==> src/pkg/cat_pkg.sv <==
// Purpose: shared types and constants for the core addressing and timing decoder
// Assumes: one core clock, 8-bit data, 16-bit code and pointer addresses
// Notes:   opcode encodings follow the standard 8-bit core instruction map
package cat_pkg;

  // operand spaces that an instruction can reach
  typedef enum logic [2:0] {
    CAT_SP_NONE         = 3'b000,
    CAT_SP_IRAM         = 3'b001,
    CAT_SP_SPECIAL_REG  = 3'b010,
    CAT_SP_EXTENDED_RAM = 3'b011,
    CAT_SP_CODE         = 3'b100
  } cat_space_e;

  // operand addressing modes
  typedef enum logic [3:0] {
    CAT_M_NONE     = 4'b0000,
    CAT_M_IMM      = 4'b0001,
    CAT_M_DIRECT   = 4'b0010,
    CAT_M_REG      = 4'b0011,
    CAT_M_INDIRECT = 4'b0100,
    CAT_M_EXT_DIR  = 4'b0101,
    CAT_M_EXT_IND  = 4'b0110,
    CAT_M_CODE_DP  = 4'b0111,
    CAT_M_CODE_PC  = 4'b1000,
    CAT_M_JMP_DP   = 4'b1001
  } cat_mode_e;

  typedef enum logic {
    CAT_ST_IDLE = 1'b0,
    CAT_ST_EXEC = 1'b1
  } cat_state_e;

  typedef struct packed {
    logic [7:0] opcode;
    logic [7:0] operand;
  } cat_instr_s;

  typedef struct packed {
    logic       valid;
    logic       write;
    cat_space_e space;
    logic [15:0] addr;
  } cat_access_s;

  typedef struct packed {
    logic [1:0] bytes;
    logic [3:0] cycles;
  } cat_timing_s;

  // address map
  localparam int          HALF_BIT    = 7;
  localparam logic [7:0]  EXT_RAM_HI  = 8'h00;
  localparam logic [15:0] IMM_OFFSET  = 16'h0001;

  // instruction lengths and core clock cycle counts
  localparam logic [1:0] LEN_1 = 2'h1;
  localparam logic [1:0] LEN_2 = 2'h2;
  localparam logic [1:0] LEN_3 = 2'h3;
  localparam logic [3:0] CYC_1 = 4'h1;
  localparam logic [3:0] CYC_2 = 4'h2;
  localparam logic [3:0] CYC_3 = 4'h3;
  localparam logic [3:0] CYC_4 = 4'h4;
  localparam logic [3:0] CYC_9 = 4'h9;

  // opcode groups by high nibble, operand form by low nibble
  localparam logic [3:0] HI_INC  = 4'h0;
  localparam logic [3:0] HI_DEC  = 4'h1;
  localparam logic [3:0] HI_ADD  = 4'h2;
  localparam logic [3:0] HI_ADDC = 4'h3;
  localparam logic [3:0] HI_ORL  = 4'h4;
  localparam logic [3:0] HI_ANL  = 4'h5;
  localparam logic [3:0] HI_XRL  = 4'h6;
  localparam logic [3:0] HI_SUBB = 4'h9;
  localparam logic [3:0] HI_MOVA = 4'he;
  localparam logic [3:0] LO_DIRA = 4'h2;
  localparam logic [3:0] LO_DIRI = 4'h3;
  localparam logic [3:0] LO_IMM  = 4'h4;
  localparam logic [3:0] LO_DIR  = 4'h5;

  localparam logic [7:0] OP_MUL      = 8'ha4;
  localparam logic [7:0] OP_DIV      = 8'h84;
  localparam logic [7:0] OP_DA       = 8'hd4;
  localparam logic [7:0] OP_INC_DP   = 8'ha3;
  localparam logic [7:0] OP_MOV_AIMM = 8'h74;
  localparam logic [7:0] OP_MOV_DP   = 8'h90;
  localparam logic [7:0] OP_XRD_DP   = 8'he0;
  localparam logic [7:0] OP_XWR_DP   = 8'hf0;
  localparam logic [6:0] OP_XRD_RI   = 7'h71;
  localparam logic [6:0] OP_XWR_RI   = 7'h79;
  localparam logic [7:0] OP_CODE_DP  = 8'h93;
  localparam logic [7:0] OP_CODE_PC  = 8'h83;
  localparam logic [7:0] OP_JMP_DP   = 8'h73;

endpackage

==> src/rtl/cat_addr_res.sv <==
// Purpose: resolve an operand to its memory space and address
// Assumes: ri_value is the content of the pointer register named by the opcode
// Notes:   purely combinational; extended space is only ever on chip
`timescale 1ns/100ps
`default_nettype none
module cat_addr_res (
  input  wire cat_pkg::cat_mode_e  mode,
  input  wire cat_pkg::cat_instr_s instr,
  input  wire logic [7:0]          acc,
  input  wire logic [15:0]         data_pointer,
  input  wire logic [15:0]         pc,
  input  wire logic [7:0]          ri_value,
  input  wire logic [1:0]          bank,
  output cat_pkg::cat_access_s     access
);
  import cat_pkg::*;

  always_comb begin
    access       = '{valid: 1'b1, write: 1'b0, space: CAT_SP_NONE, addr: 16'h0000};
    access.write = instr.opcode[4];
    case (mode)
      CAT_M_IMM: begin
        access.space = CAT_SP_CODE;
        access.write = 1'b0;
        access.addr  = pc + IMM_OFFSET;
      end
      CAT_M_DIRECT: begin
        access.space = instr.operand[HALF_BIT] ? CAT_SP_SPECIAL_REG : CAT_SP_IRAM;
        access.addr  = {8'h00, instr.operand};
      end
      CAT_M_REG: begin
        access.space = CAT_SP_IRAM;
        access.addr  = {11'h000, bank, instr.opcode[2:0]};
      end
      CAT_M_INDIRECT: begin
        // indirect never reaches the special registers
        access.space = CAT_SP_IRAM;
        access.addr  = {8'h00, ri_value};
      end
      CAT_M_EXT_DIR: begin
        access.space = CAT_SP_EXTENDED_RAM;
        access.addr  = {EXT_RAM_HI, data_pointer[7:0]};
      end
      CAT_M_EXT_IND: begin
        access.space = CAT_SP_EXTENDED_RAM;
        access.addr  = {EXT_RAM_HI, ri_value};
      end
      CAT_M_CODE_DP, CAT_M_JMP_DP: begin
        access.space = CAT_SP_CODE;
        access.write = 1'b0;
        access.addr  = data_pointer + {8'h00, acc};
      end
      CAT_M_CODE_PC: begin
        access.space = CAT_SP_CODE;
        access.write = 1'b0;
        access.addr  = pc + {8'h00, acc};
      end
      default: begin
        access.valid = 1'b0;
        access.write = 1'b0;
      end
    endcase
  end

endmodule
`default_nettype wire

==> src/rtl/cat_core_decode.sv <==
// Purpose: operand address decode and per-instruction cycle timing of the core
// Assumes: one clock, synchronous active-high reset, inputs synchronous to clk
// Notes:   an instruction is taken when instr_valid and fetch_ok are both high with ce
//
// Behaviour
// - direct address 0x80..0xFF selects special function registers
// - indirect address 0x80..0xFF selects upper internal RAM, never special registers
// - addresses 0x00..0x7F reach same internal RAM direct or indirect
// - extended moves reach only the 256-byte on-chip extended RAM
// - extended direct takes address from data pointer, four cycles
// - extended indirect takes address from working register, one byte, four cycles
// - both extended forms reach every extended RAM location
// - code reads fetch at accumulator plus data pointer or program counter, four cycles
// - accumulator is unsigned index; indirect jump through data pointer takes three cycles
// - immediates follow opcode; move immediate 2/2, load data pointer 3/3
// - register moves 1 cycle, internal memory 2, multiply and divide 9
// - most instructions finish in one or two cycles, back to back
// - add, add-carry, subtract: register 1/1, indirect 1/2, direct or immediate 2/2
// - increment/decrement 1 cycle register, 2 memory; data pointer increment 3
// - logic ops register 1 cycle; direct with accumulator 2/2, immediate to accumulator 2/2, immediate to direct 3/3
// - clear, complement, swap, rotate 1/1; decimal adjust 2 cycles
// - special registers reachable only by direct addressing in upper half
`timescale 1ns/100ps
`default_nettype none
module cat_core_decode #(
  parameter int DATA_W = 8,
  parameter int ADDR_W = 16
) (
  input  wire logic                clk,
  input  wire logic                rst,
  input  wire logic                ce,
  input  wire logic                instr_valid,
  input  wire cat_pkg::cat_instr_s instr,
  input  wire logic [7:0]          acc,
  input  wire logic [15:0]         data_pointer,
  input  wire logic [15:0]         pc,
  input  wire logic [7:0]          ri_value,
  input  wire logic [1:0]          bank,
  output cat_pkg::cat_access_s     access_ff,
  output cat_pkg::cat_timing_s     timing_ff,
  output logic                     fetch_ok_ff,
  output logic                     busy_ff,
  output logic                     done_ff
);
  import cat_pkg::*;

  // the datapath is fixed at an 8-bit core with 16-bit pointers
  if (DATA_W != 8 || ADDR_W != 16) begin : g_bad_width
    $error("cat_core_decode supports only DATA_W 8 and ADDR_W 16");
  end

  cat_mode_e   dec_mode;
  cat_timing_s dec_timing;
  cat_access_s dec_access;
  cat_state_e  state_ff;
  logic [3:0]  remain_ff;
  logic        take;
  logic [3:0]  since_ff;

  cat_opclass u_opclass (
    .opcode (instr.opcode),
    .mode   (dec_mode),
    .timing (dec_timing)
  );

  cat_addr_res u_addr_res (
    .mode         (dec_mode),
    .instr        (instr),
    .acc          (acc),
    .data_pointer (data_pointer),
    .pc           (pc),
    .ri_value     (ri_value),
    .bank         (bank),
    .access       (dec_access)
  );

  // a one-cycle instruction leaves fetch_ok high so the next one can follow at once
  assign take = ce && instr_valid && fetch_ok_ff;

  // operand access and timing of the instruction taken
  always_ff @(posedge clk) begin
    if (rst) begin
      access_ff <= '{valid: 1'b0, write: 1'b0, space: CAT_SP_NONE, addr: 16'h0000};
      timing_ff <= '{bytes: LEN_1, cycles: CYC_1};
    end else if (take) begin
      access_ff <= dec_access;
      timing_ff <= dec_timing;
    end
  end

  // cycle count state machine
  always_ff @(posedge clk) begin
    if (rst) begin
      state_ff    <= CAT_ST_IDLE;
      remain_ff   <= 4'h0;
      fetch_ok_ff <= 1'b1;
      busy_ff     <= 1'b0;
    end else if (ce) begin
      case (state_ff)
        CAT_ST_IDLE: begin
          if (take) begin
            remain_ff <= dec_timing.cycles - CYC_1;
            if (dec_timing.cycles != CYC_1) begin
              state_ff    <= CAT_ST_EXEC;
              fetch_ok_ff <= 1'b0;
              busy_ff     <= 1'b1;
            end
          end
        end
        CAT_ST_EXEC: begin
          if (remain_ff == CYC_1) begin
            state_ff    <= CAT_ST_IDLE;
            remain_ff   <= 4'h0;
            fetch_ok_ff <= 1'b1;
            busy_ff     <= 1'b0;
          end else begin
            remain_ff <= remain_ff - CYC_1;
          end
        end
        default: begin
          state_ff    <= CAT_ST_IDLE;
          fetch_ok_ff <= 1'b1;
          busy_ff     <= 1'b0;
        end
      endcase
    end
  end

  // pulse on the last cycle of every instruction
  always_ff @(posedge clk) begin
    if (rst) begin
      done_ff <= 1'b0;
    end else if (ce) begin
      done_ff <= (take && dec_timing.cycles == CYC_1) ||
                 (state_ff == CAT_ST_EXEC && remain_ff == CYC_1);
    end
  end

  // helper: cycles elapsed since the instruction was taken, only for checking
  always_ff @(posedge clk) begin
    if (rst) begin
      since_ff <= 4'h0;
    end else if (ce) begin
      if (take) begin
        since_ff <= CYC_1;
      end else if (!fetch_ok_ff) begin
        since_ff <= since_ff + CYC_1;
      end
    end
  end

  direct_special_a: assert property (@(posedge clk) disable iff (rst)
    take && dec_mode == CAT_M_DIRECT && instr.operand[HALF_BIT]
    |=> access_ff.space == CAT_SP_SPECIAL_REG && access_ff.addr[7:0] == $past(instr.operand))
    else $error("direct upper-half operand did not select special registers");

  ind_upper_a: assert property (@(posedge clk) disable iff (rst)
    take && dec_mode == CAT_M_INDIRECT
    |=> access_ff.space == CAT_SP_IRAM && access_ff.addr[7:0] == $past(ri_value))
    else $error("indirect operand did not reach internal RAM at pointer");

  low_half_a: assert property (@(posedge clk) disable iff (rst)
    take && ((dec_mode == CAT_M_DIRECT && !instr.operand[HALF_BIT]) ||
             (dec_mode == CAT_M_INDIRECT && !ri_value[HALF_BIT]))
    |=> access_ff.space == CAT_SP_IRAM && !access_ff.addr[HALF_BIT])
    else $error("lower-half operand did not reach internal RAM");

  special_only_a: assert property (@(posedge clk) disable iff (rst)
    access_ff.space == CAT_SP_SPECIAL_REG |->
    access_ff.addr[HALF_BIT] && access_ff.addr[15:8] == 8'h00)
    else $error("special register access outside upper half");

  ext_onchip_a: assert property (@(posedge clk) disable iff (rst)
    access_ff.space == CAT_SP_EXTENDED_RAM |-> access_ff.addr[15:8] == EXT_RAM_HI)
    else $error("extended access left the on-chip extended RAM");

  ext_pointer_a: assert property (@(posedge clk) disable iff (rst)
    take && dec_mode == CAT_M_EXT_DIR
    |=> access_ff.addr[7:0] == $past(data_pointer[7:0]) && timing_ff.cycles == CYC_4
        ##1 !fetch_ok_ff ##1 !fetch_ok_ff)
    else $error("extended direct address or timing wrong");

  ext_register_a: assert property (@(posedge clk) disable iff (rst)
    take && dec_mode == CAT_M_EXT_IND
    |=> access_ff.addr[7:0] == $past(ri_value) && timing_ff.bytes == LEN_1 &&
        timing_ff.cycles == CYC_4)
    else $error("extended indirect address or timing wrong");

  ext_cover_a: assert property (@(posedge clk) disable iff (rst)
    take && (dec_mode == CAT_M_EXT_DIR || dec_mode == CAT_M_EXT_IND)
    |=> access_ff.space == CAT_SP_EXTENDED_RAM && access_ff.valid)
    else $error("extended access not mapped to extended RAM");

  code_index_a: assert property (@(posedge clk) disable iff (rst)
    take && (dec_mode == CAT_M_CODE_DP || dec_mode == CAT_M_CODE_PC)
    |=> access_ff.space == CAT_SP_CODE && timing_ff.cycles == CYC_4 &&
        access_ff.addr == ($past(dec_mode) == CAT_M_CODE_DP ?
                           $past(data_pointer) + {8'h00, $past(acc)} :
                           $past(pc) + {8'h00, $past(acc)}))
    else $error("code-indirect address or timing wrong");

  jmp_ind_a: assert property (@(posedge clk) disable iff (rst)
    take && dec_mode == CAT_M_JMP_DP
    |=> timing_ff.cycles == CYC_3 &&
        access_ff.addr == $past(data_pointer) + {8'h00, $past(acc)})
    else $error("indirect jump target or timing wrong");

  imm_fetch_a: assert property (@(posedge clk) disable iff (rst)
    take && dec_mode == CAT_M_IMM
    |=> access_ff.space == CAT_SP_CODE && access_ff.addr == $past(pc) + IMM_OFFSET &&
        timing_ff.bytes == timing_ff.cycles[1:0])
    else $error("immediate operand not taken after opcode");

  muldiv_a: assert property (@(posedge clk) disable iff (rst)
    take && (instr.opcode == OP_MUL || instr.opcode == OP_DIV)
    |=> timing_ff.cycles == CYC_9 && timing_ff.bytes == LEN_1)
    else $error("multiply or divide not nine cycles");

  arith_a: assert property (@(posedge clk) disable iff (rst)
    take && (instr.opcode[7:4] == HI_ADD || instr.opcode[7:4] == HI_ADDC ||
             instr.opcode[7:4] == HI_SUBB) && instr.opcode[3:0] >= LO_IMM
    |=> timing_ff.cycles == ($past(instr.opcode[3]) ? CYC_1 : CYC_2) &&
        timing_ff.bytes == ($past(instr.opcode[3:1]) == 3'h2 ? LEN_2 : LEN_1))
    else $error("arithmetic length or timing wrong");

  incdp_a: assert property (@(posedge clk) disable iff (rst)
    take && instr.opcode == OP_INC_DP |=> timing_ff.cycles == CYC_3 ##1 !fetch_ok_ff)
    else $error("data pointer increment not three cycles");

  logic_dir_a: assert property (@(posedge clk) disable iff (rst)
    take && (instr.opcode[7:4] == HI_ANL || instr.opcode[7:4] == HI_ORL ||
             instr.opcode[7:4] == HI_XRL) && instr.opcode[3:0] == LO_DIRI
    |=> timing_ff.bytes == LEN_3 && timing_ff.cycles == CYC_3)
    else $error("logic op with immediate to direct byte not 3/3");

  da_a: assert property (@(posedge clk) disable iff (rst)
    take && instr.opcode == OP_DA |=> timing_ff.cycles == CYC_2 && !fetch_ok_ff)
    else $error("decimal adjust not two cycles");

  hold_fetch_a: assert property (@(posedge clk) disable iff (rst)
    // a reset cut into a long instruction raises the flag with no count behind it
    $rose(fetch_ok_ff) && !$past(rst) |-> since_ff == timing_ff.cycles && busy_ff == 1'b0)
    else $error("fetch released after wrong number of cycles");

  one_cycle_a: assert property (@(posedge clk) disable iff (rst)
    take && dec_timing.cycles == CYC_1 |=> fetch_ok_ff && done_ff)
    else $error("one-cycle instruction stalled the next fetch");

endmodule
`default_nettype wire

==> src/rtl/cat_opclass.sv <==
// Purpose: classify an opcode into addressing mode, byte length and cycle count
// Assumes: purely combinational; opcodes outside this block's scope read as 1 byte, 1 cycle
// Notes:   arithmetic and logic groups share one low-nibble operand pattern
`timescale 1ns/100ps
`default_nettype none
module cat_opclass (
  input  wire logic [7:0]          opcode,
  output cat_pkg::cat_mode_e       mode,
  output cat_pkg::cat_timing_s     timing
);
  import cat_pkg::*;

  logic [3:0] hi;
  logic [3:0] lo;
  logic       grp_arith;
  logic       grp_logic;
  logic       grp_incdec;

  assign hi         = opcode[7:4];
  assign lo         = opcode[3:0];
  assign grp_logic  = (hi == HI_ORL) || (hi == HI_ANL) || (hi == HI_XRL);
  assign grp_arith  = (hi == HI_ADD) || (hi == HI_ADDC) || (hi == HI_SUBB) || grp_logic;
  assign grp_incdec = (hi == HI_INC) || (hi == HI_DEC);

  always_comb begin
    mode   = CAT_M_NONE;
    timing = '{bytes: LEN_1, cycles: CYC_1};
    if ((grp_arith || grp_incdec || hi == HI_MOVA) && lo[3]) begin
      mode   = CAT_M_REG;
      timing = '{bytes: LEN_1, cycles: CYC_1};
    end else if ((grp_arith || grp_incdec || hi == HI_MOVA) && lo[3:1] == 3'h3) begin
      mode   = CAT_M_INDIRECT;
      timing = '{bytes: LEN_1, cycles: CYC_2};
    end else if ((grp_arith || grp_incdec || hi == HI_MOVA) && lo == LO_DIR) begin
      mode   = CAT_M_DIRECT;
      timing = '{bytes: LEN_2, cycles: CYC_2};
    end else if (grp_arith && lo == LO_IMM) begin
      mode   = CAT_M_IMM;
      timing = '{bytes: LEN_2, cycles: CYC_2};
    end else if (grp_logic && lo == LO_DIRA) begin
      mode   = CAT_M_DIRECT;
      timing = '{bytes: LEN_2, cycles: CYC_2};
    end else if (grp_logic && lo == LO_DIRI) begin
      mode   = CAT_M_DIRECT;
      timing = '{bytes: LEN_3, cycles: CYC_3};
    end else if (opcode == OP_MUL || opcode == OP_DIV) begin
      timing = '{bytes: LEN_1, cycles: CYC_9};
    end else if (opcode == OP_DA) begin
      timing = '{bytes: LEN_1, cycles: CYC_2};
    end else if (opcode == OP_INC_DP) begin
      timing = '{bytes: LEN_1, cycles: CYC_3};
    end else if (opcode == OP_MOV_AIMM) begin
      mode   = CAT_M_IMM;
      timing = '{bytes: LEN_2, cycles: CYC_2};
    end else if (opcode == OP_MOV_DP) begin
      mode   = CAT_M_IMM;
      timing = '{bytes: LEN_3, cycles: CYC_3};
    end else if (opcode == OP_XRD_DP || opcode == OP_XWR_DP) begin
      mode   = CAT_M_EXT_DIR;
      timing = '{bytes: LEN_1, cycles: CYC_4};
    end else if (opcode[7:1] == OP_XRD_RI || opcode[7:1] == OP_XWR_RI) begin
      mode   = CAT_M_EXT_IND;
      timing = '{bytes: LEN_1, cycles: CYC_4};
    end else if (opcode == OP_CODE_DP) begin
      mode   = CAT_M_CODE_DP;
      timing = '{bytes: LEN_1, cycles: CYC_4};
    end else if (opcode == OP_CODE_PC) begin
      mode   = CAT_M_CODE_PC;
      timing = '{bytes: LEN_1, cycles: CYC_4};
    end else if (opcode == OP_JMP_DP) begin
      mode   = CAT_M_JMP_DP;
      timing = '{bytes: LEN_1, cycles: CYC_3};
    end
  end

endmodule
`default_nettype wire

==> config.mk <==
export PLATFORM = sky130hd
export DESIGN_NAME = cat_core_decode
export DESIGN_NICKNAME = d
export VERILOG_FILES = /design/src/pkg/cat_pkg.sv /design/src/rtl/cat_addr_res.sv /design/src/rtl/cat_core_decode.sv /design/src/rtl/cat_opclass.sv
export SDC_FILE = /design/constraint.sdc
export NUM_CORES = 1
export LEC_CHECK = 0
export ABC_CLOCK_PERIOD_IN_PS = 5300
export BUFFER_PORTS_ARGS = -buffer_cell sky130_fd_sc_hd__buf_4
export CORE_MARGIN = 2
export CORE_UTILIZATION = 53
export DETAILED_ROUTE_END_ITERATION = 12
export PLACE_DENSITY = 0.81
export SLEW_MARGIN = 20
export SYNTH_ARGS = -nofsm -noshare
export SYNTH_HDL_FRONTEND = slang
export SYNTH_HIERARCHICAL = 1
export SYNTH_SLANG_ARGS = --single-unit
==> constraint.sdc <==
create_clock -name clk -period 5.3 [get_ports clk]
set_input_delay 0.53 -clock clk [delete_from_list [all_inputs] [get_ports clk]]
set_output_delay 0.53 -clock clk [all_outputs]
set_load 0.1 [all_outputs]
==> insert_results.sql <==
INSERT INTO impl_metrics (metric_group, metric, value, unit) VALUES
('cts', 'post_cts_resize_count', '0', ''),
('finish', 'antennaDiodeCount', '0', ''),
('worst_setup_path', 'worstSetupEndpointType', 'flop', ''),
('placed_design', 'place_congestion', '0.885', ''),
('synth', 'count_of_flip_flops_with_a_built_in_enable_after_synthesis', '0', ''),
('floorplan', 'floorplan.rows', '29', ''),
('finish', 'layout.cells.most_common', 'buf_4', ''),
('synth', 'fraction_of_the_yosys_area_taken_by_sequential_cells', '0.204', ''),
('drt', 'vias', '3855', ''),
('global_routing', 'wire_length_of_the_first_global_routing_pass', '17000', 'um'),
('drt', 'routed_wl', '10300', 'um'),
('timing', 'clock_skew', '3.57', 'ps'),
('placed_design', 'post-dp-hpwl', '7990', 'um'),
('pwr', 'total_leakage_power', '1.82', 'nW'),
('timing', 'maxSlewViolCount', '0', ''),
('cts', 'post-cts-setup-buffer-count', '0', ''),
('finish', 'synthToLayoutAreaGrowth', '24.0', '%'),
('synth', 'yosys_register_bits', '35', ''),
('timing', 'tns', '0', 'ps'),
('worst_setup_path', 'setup.worst_path.start_class', 'primary input', ''),
('status', 'outcome', 'finished clean', ''),
('global_routing', 'gr-usage-all-layers', '0.284', ''),
('synth', 'synthesis.instances', '466', ''),
('synth', 'yosysTopAreaCell', 'dfxtp_1', ''),
('global_routing', 'grt.overflow.total', '0', ''),
('timing', 'setup_viol', '0', ''),
('finish', 'mostFrequentLayoutCells', 'buf_4 (107), nand2_1 (100), a21oi_1 (39), dfxtp_1 (35), nor2_1 (20)', ''),
('cts', 'number_of_clock_sinks', '35', ''),
('worst_setup_path', 'worst-endpoint-required', '5510', 'ps'),
('cts', 'clock_insertion_delay_worst_skew', '280', 'ps'),
('cts', 'clock_tree_from_tritoncts', 'yes', ''),
('synth', 'async_flop_share', '0', ''),
('worst_setup_path', 'crit_path_max_fanout', '16', ''),
('cts', 'cts_max_path_buffers', '2', ''),
('synth', 'syn-mean-instance-area', '7.36', 'um^2'),
('cts', 'cts_inserted_buffers', '5', ''),
('drt', 'first_iter_violations', '219', ''),
('pwr', 'vdd_ir_drop_max', '0.000245', 'V'),
('timing', 'hold_violations', '0', ''),
('timing', 'layout_min_cycle_time', '4390', 'ps'),
('synth', 'synth-warning-count', '6', ''),
('floorplan', 'initial_utilization', '0.544', ''),
('timing', 'fin_crit_sh', '0.828', ''),
('worst_setup_path', 'setup.worst_path.class', 'primary input to flop', ''),
('finish', 'drive_gt1_frac', '0.234', ''),
('floorplan', 'coreArea', '6310', 'um^2'),
('drt', 'detail-route-antenna-nets', '0', ''),
('cts', 'cts_max_level', '2', ''),
('drt', 'routedWlPerCell', '16.2', 'um'),
('timing', 'relSlewSlack', '0.295', ''),
('cts', 'ctsRootBufferMaster', 'clkbuf_8', ''),
('synth', 'yosys_most_used_dff', 'dfxtp_1', ''),
('global_routing', 'grt_antenna_before_repair', '0', ''),
('drt', 'detail_route.drc_violations', '0', ''),
('timing', 'max_clock_freq', '0.228', 'GHz'),
('synth', 'netlist-cell-type-count', '75', ''),
('timing', 'grt_setup_unrepaired', 'false', ''),
('synth', 'netlist_top_cells_area', 'dfxtp_1 (20%), nand2_1 (11%), ha_1 (5.8%)', ''),
('timing', 'tightest_slew', '1060', 'ps'),
('cts', 'cts.reportedPaths.clkPinSlew', '70', 'ps'),
('drt', 'routed_via_density', '6.09', ''),
('floorplan', 'die_w', '84.5', 'um'),
('finish', 'num-nets-final', '642', ''),
('floorplan', 'die_h', '84.5', 'um'),
('synth', 'synth.cell_area', '3430', 'um^2'),
('pwr', 'powerDensity', '187', 'nW/um^2'),
('global_routing', 'grt_max_degree', '34', ''),
('floorplan', 'floorplan.die_area', '7140', 'um^2'),
('cts', 'post_cts_hold_buffer_count', '0', ''),
('drt', 'drt_pre_antenna_iters', '4', ''),
('flow_run', 'cap_viol_max_count', '0', ''),
('floorplan', 'io_pins', '100', ''),
('global_routing', 'first_global_vias', '3649', ''),
('synth', 'mappedNetlistNets', '553', ''),
('placed_design', 'portBuffers', '99', ''),
('worst_hold_path', 'hold_class', 'flop to flop', ''),
('worst_setup_path', 'critical_path_arrival', '4600', 'ps'),
('pwr', 'report.power.total', '0.798', 'mW'),
('synth', 'synthDominantCellAreaShare', '0.204', ''),
('finish', 'fillCellCount', '587', '');
stage by stage:
stage	hold WS (ps)	cell area, um^2	setup slack (ps)	cells	util
floorplan	474	3430	1080	466	-
global placement	444	4170	716	625	0.661
detailed placement	447	4170	702	625	0.661
CTS	456	4250	986	633	0.673
global route	475	4260	677	633	0.674
finish	455	4260	912	633	0.674
cell families (layout without fill, tap and decap cells):
| family | Yosys count | after routing | synth area share |
|---|---|---|---|
| flip-flops | 35 | 35 | 0.204 |
| AND/OR/NAND/NOR | 219 | 219 | 0.331 |
| adder cells (fa/ha/maj) | 17 | 17 | 0.0642 |
| XOR/XNOR | 22 | 22 | 0.0561 |
| multiplexers | 13 | 13 | 0.0397 |
| buffers and inverters | 37 | 127 | 0.0602 |
| AO/OA/AOI/OAI | 123 | 123 | 0.245 |
metal layers:
| layer | GRT usage | vias up | wire length [um] | part of all wire |
|---|---|---|---|---|
| met5 | 0 | - | 0 | 0 |
| li1 | - | 1885 | - | - |
| met1 | 0.371 | 1782 | 4350 | 0.42 |
| met4 | 0.0534 | 0 | 103 | 0.010 |
| met3 | 0.0452 | 10 | 770 | 0.075 |
| met2 | 0.499 | 178 | 5060 | 0.49 |
state kept, by name, summed over array words and instances (netlist names):
signal / count
done_ff: 1
fetch_ok_ff: 1
remain_ff: 4
busy_ff: 1
access_ff: 21
timing_ff: 6
state_ff: 1
where the power goes:
group	switching, mW	internal, mW
clock network	0.0910	0.0921
logic	0.207	0.124
registers	0.00927	0.274
total	0.307	0.490
layout make-up:
class | count | area (um^2) | area share
repair buffers | 107 | 803 | 0.189
clock inverters | 1 | 5.00 | 0.00118
clock buffers | 7 | 76.3 | 0.0179
flip-flops and latches | 35 | 701 | 0.165
inverters | 12 | 45.0 | 0.0106
multi-input cells | 394 | 2530 | 0.594
well taps | 77 | 96.3 | 0.0226
synthesized netlist by cell type, types with 4 or more instances:
cell and number:
a21oi_1 39, nand3_1 16, xnor2_1 16, o31ai_1 4
ha_1 16, o32ai_1 4, a211oi_1 4, o21ai_0 11
nand4_1 9, a22oi_1 8, xor2_1 6, nor2b_1 10
a31oi_1 4, nor2_1 20, dfxtp_1 35, a311oi_1 4
nand2_1 100, nor3_1 7, and3_1 12, nand2b_1 8
nand3b_1 7, clkbuf_1 10, a22o_1 4, o22ai_1 5
inv_1 12, mux2i_1 11, buf_2 5, buf_6 6
critical path, cell delays in order:
cell      delay (ps)
buf_4            160
and2_1           200
o221ai_2         170
a31oi_1          270
nand3_1          100
buf_4            190
or4b_1           600
buf_4            250
nand2_1           80
nand2_1           50
ha_1             390
nand3_1          150
a211oi_1         420
nor3_1           200
or4_4            540
o211ai_2          70
nand2_1           70
a21oi_1          150
path summary, 6_finish.rpt:
check | start | end | slack, ps | cells after the start
max | instr[14] | access_ff[15]$_SDFFE_PP0P_ | 910 | 18
min | access_ff[13]$_SDFFE_PP0P_ | access_ff[13]$_SDFFE_PP0P_ | 450 | 2
min reg2reg | access_ff[13]$_SDFFE_PP0P_ | access_ff[13]$_SDFFE_PP0P_ | 450 | 2
max reg2reg | fetch_ok_ff$_SDFFE_PP1P_ | access_ff[17]$_SDFFE_PP0P_ | 3570 | 3
(Power assumes the default switching activity.)
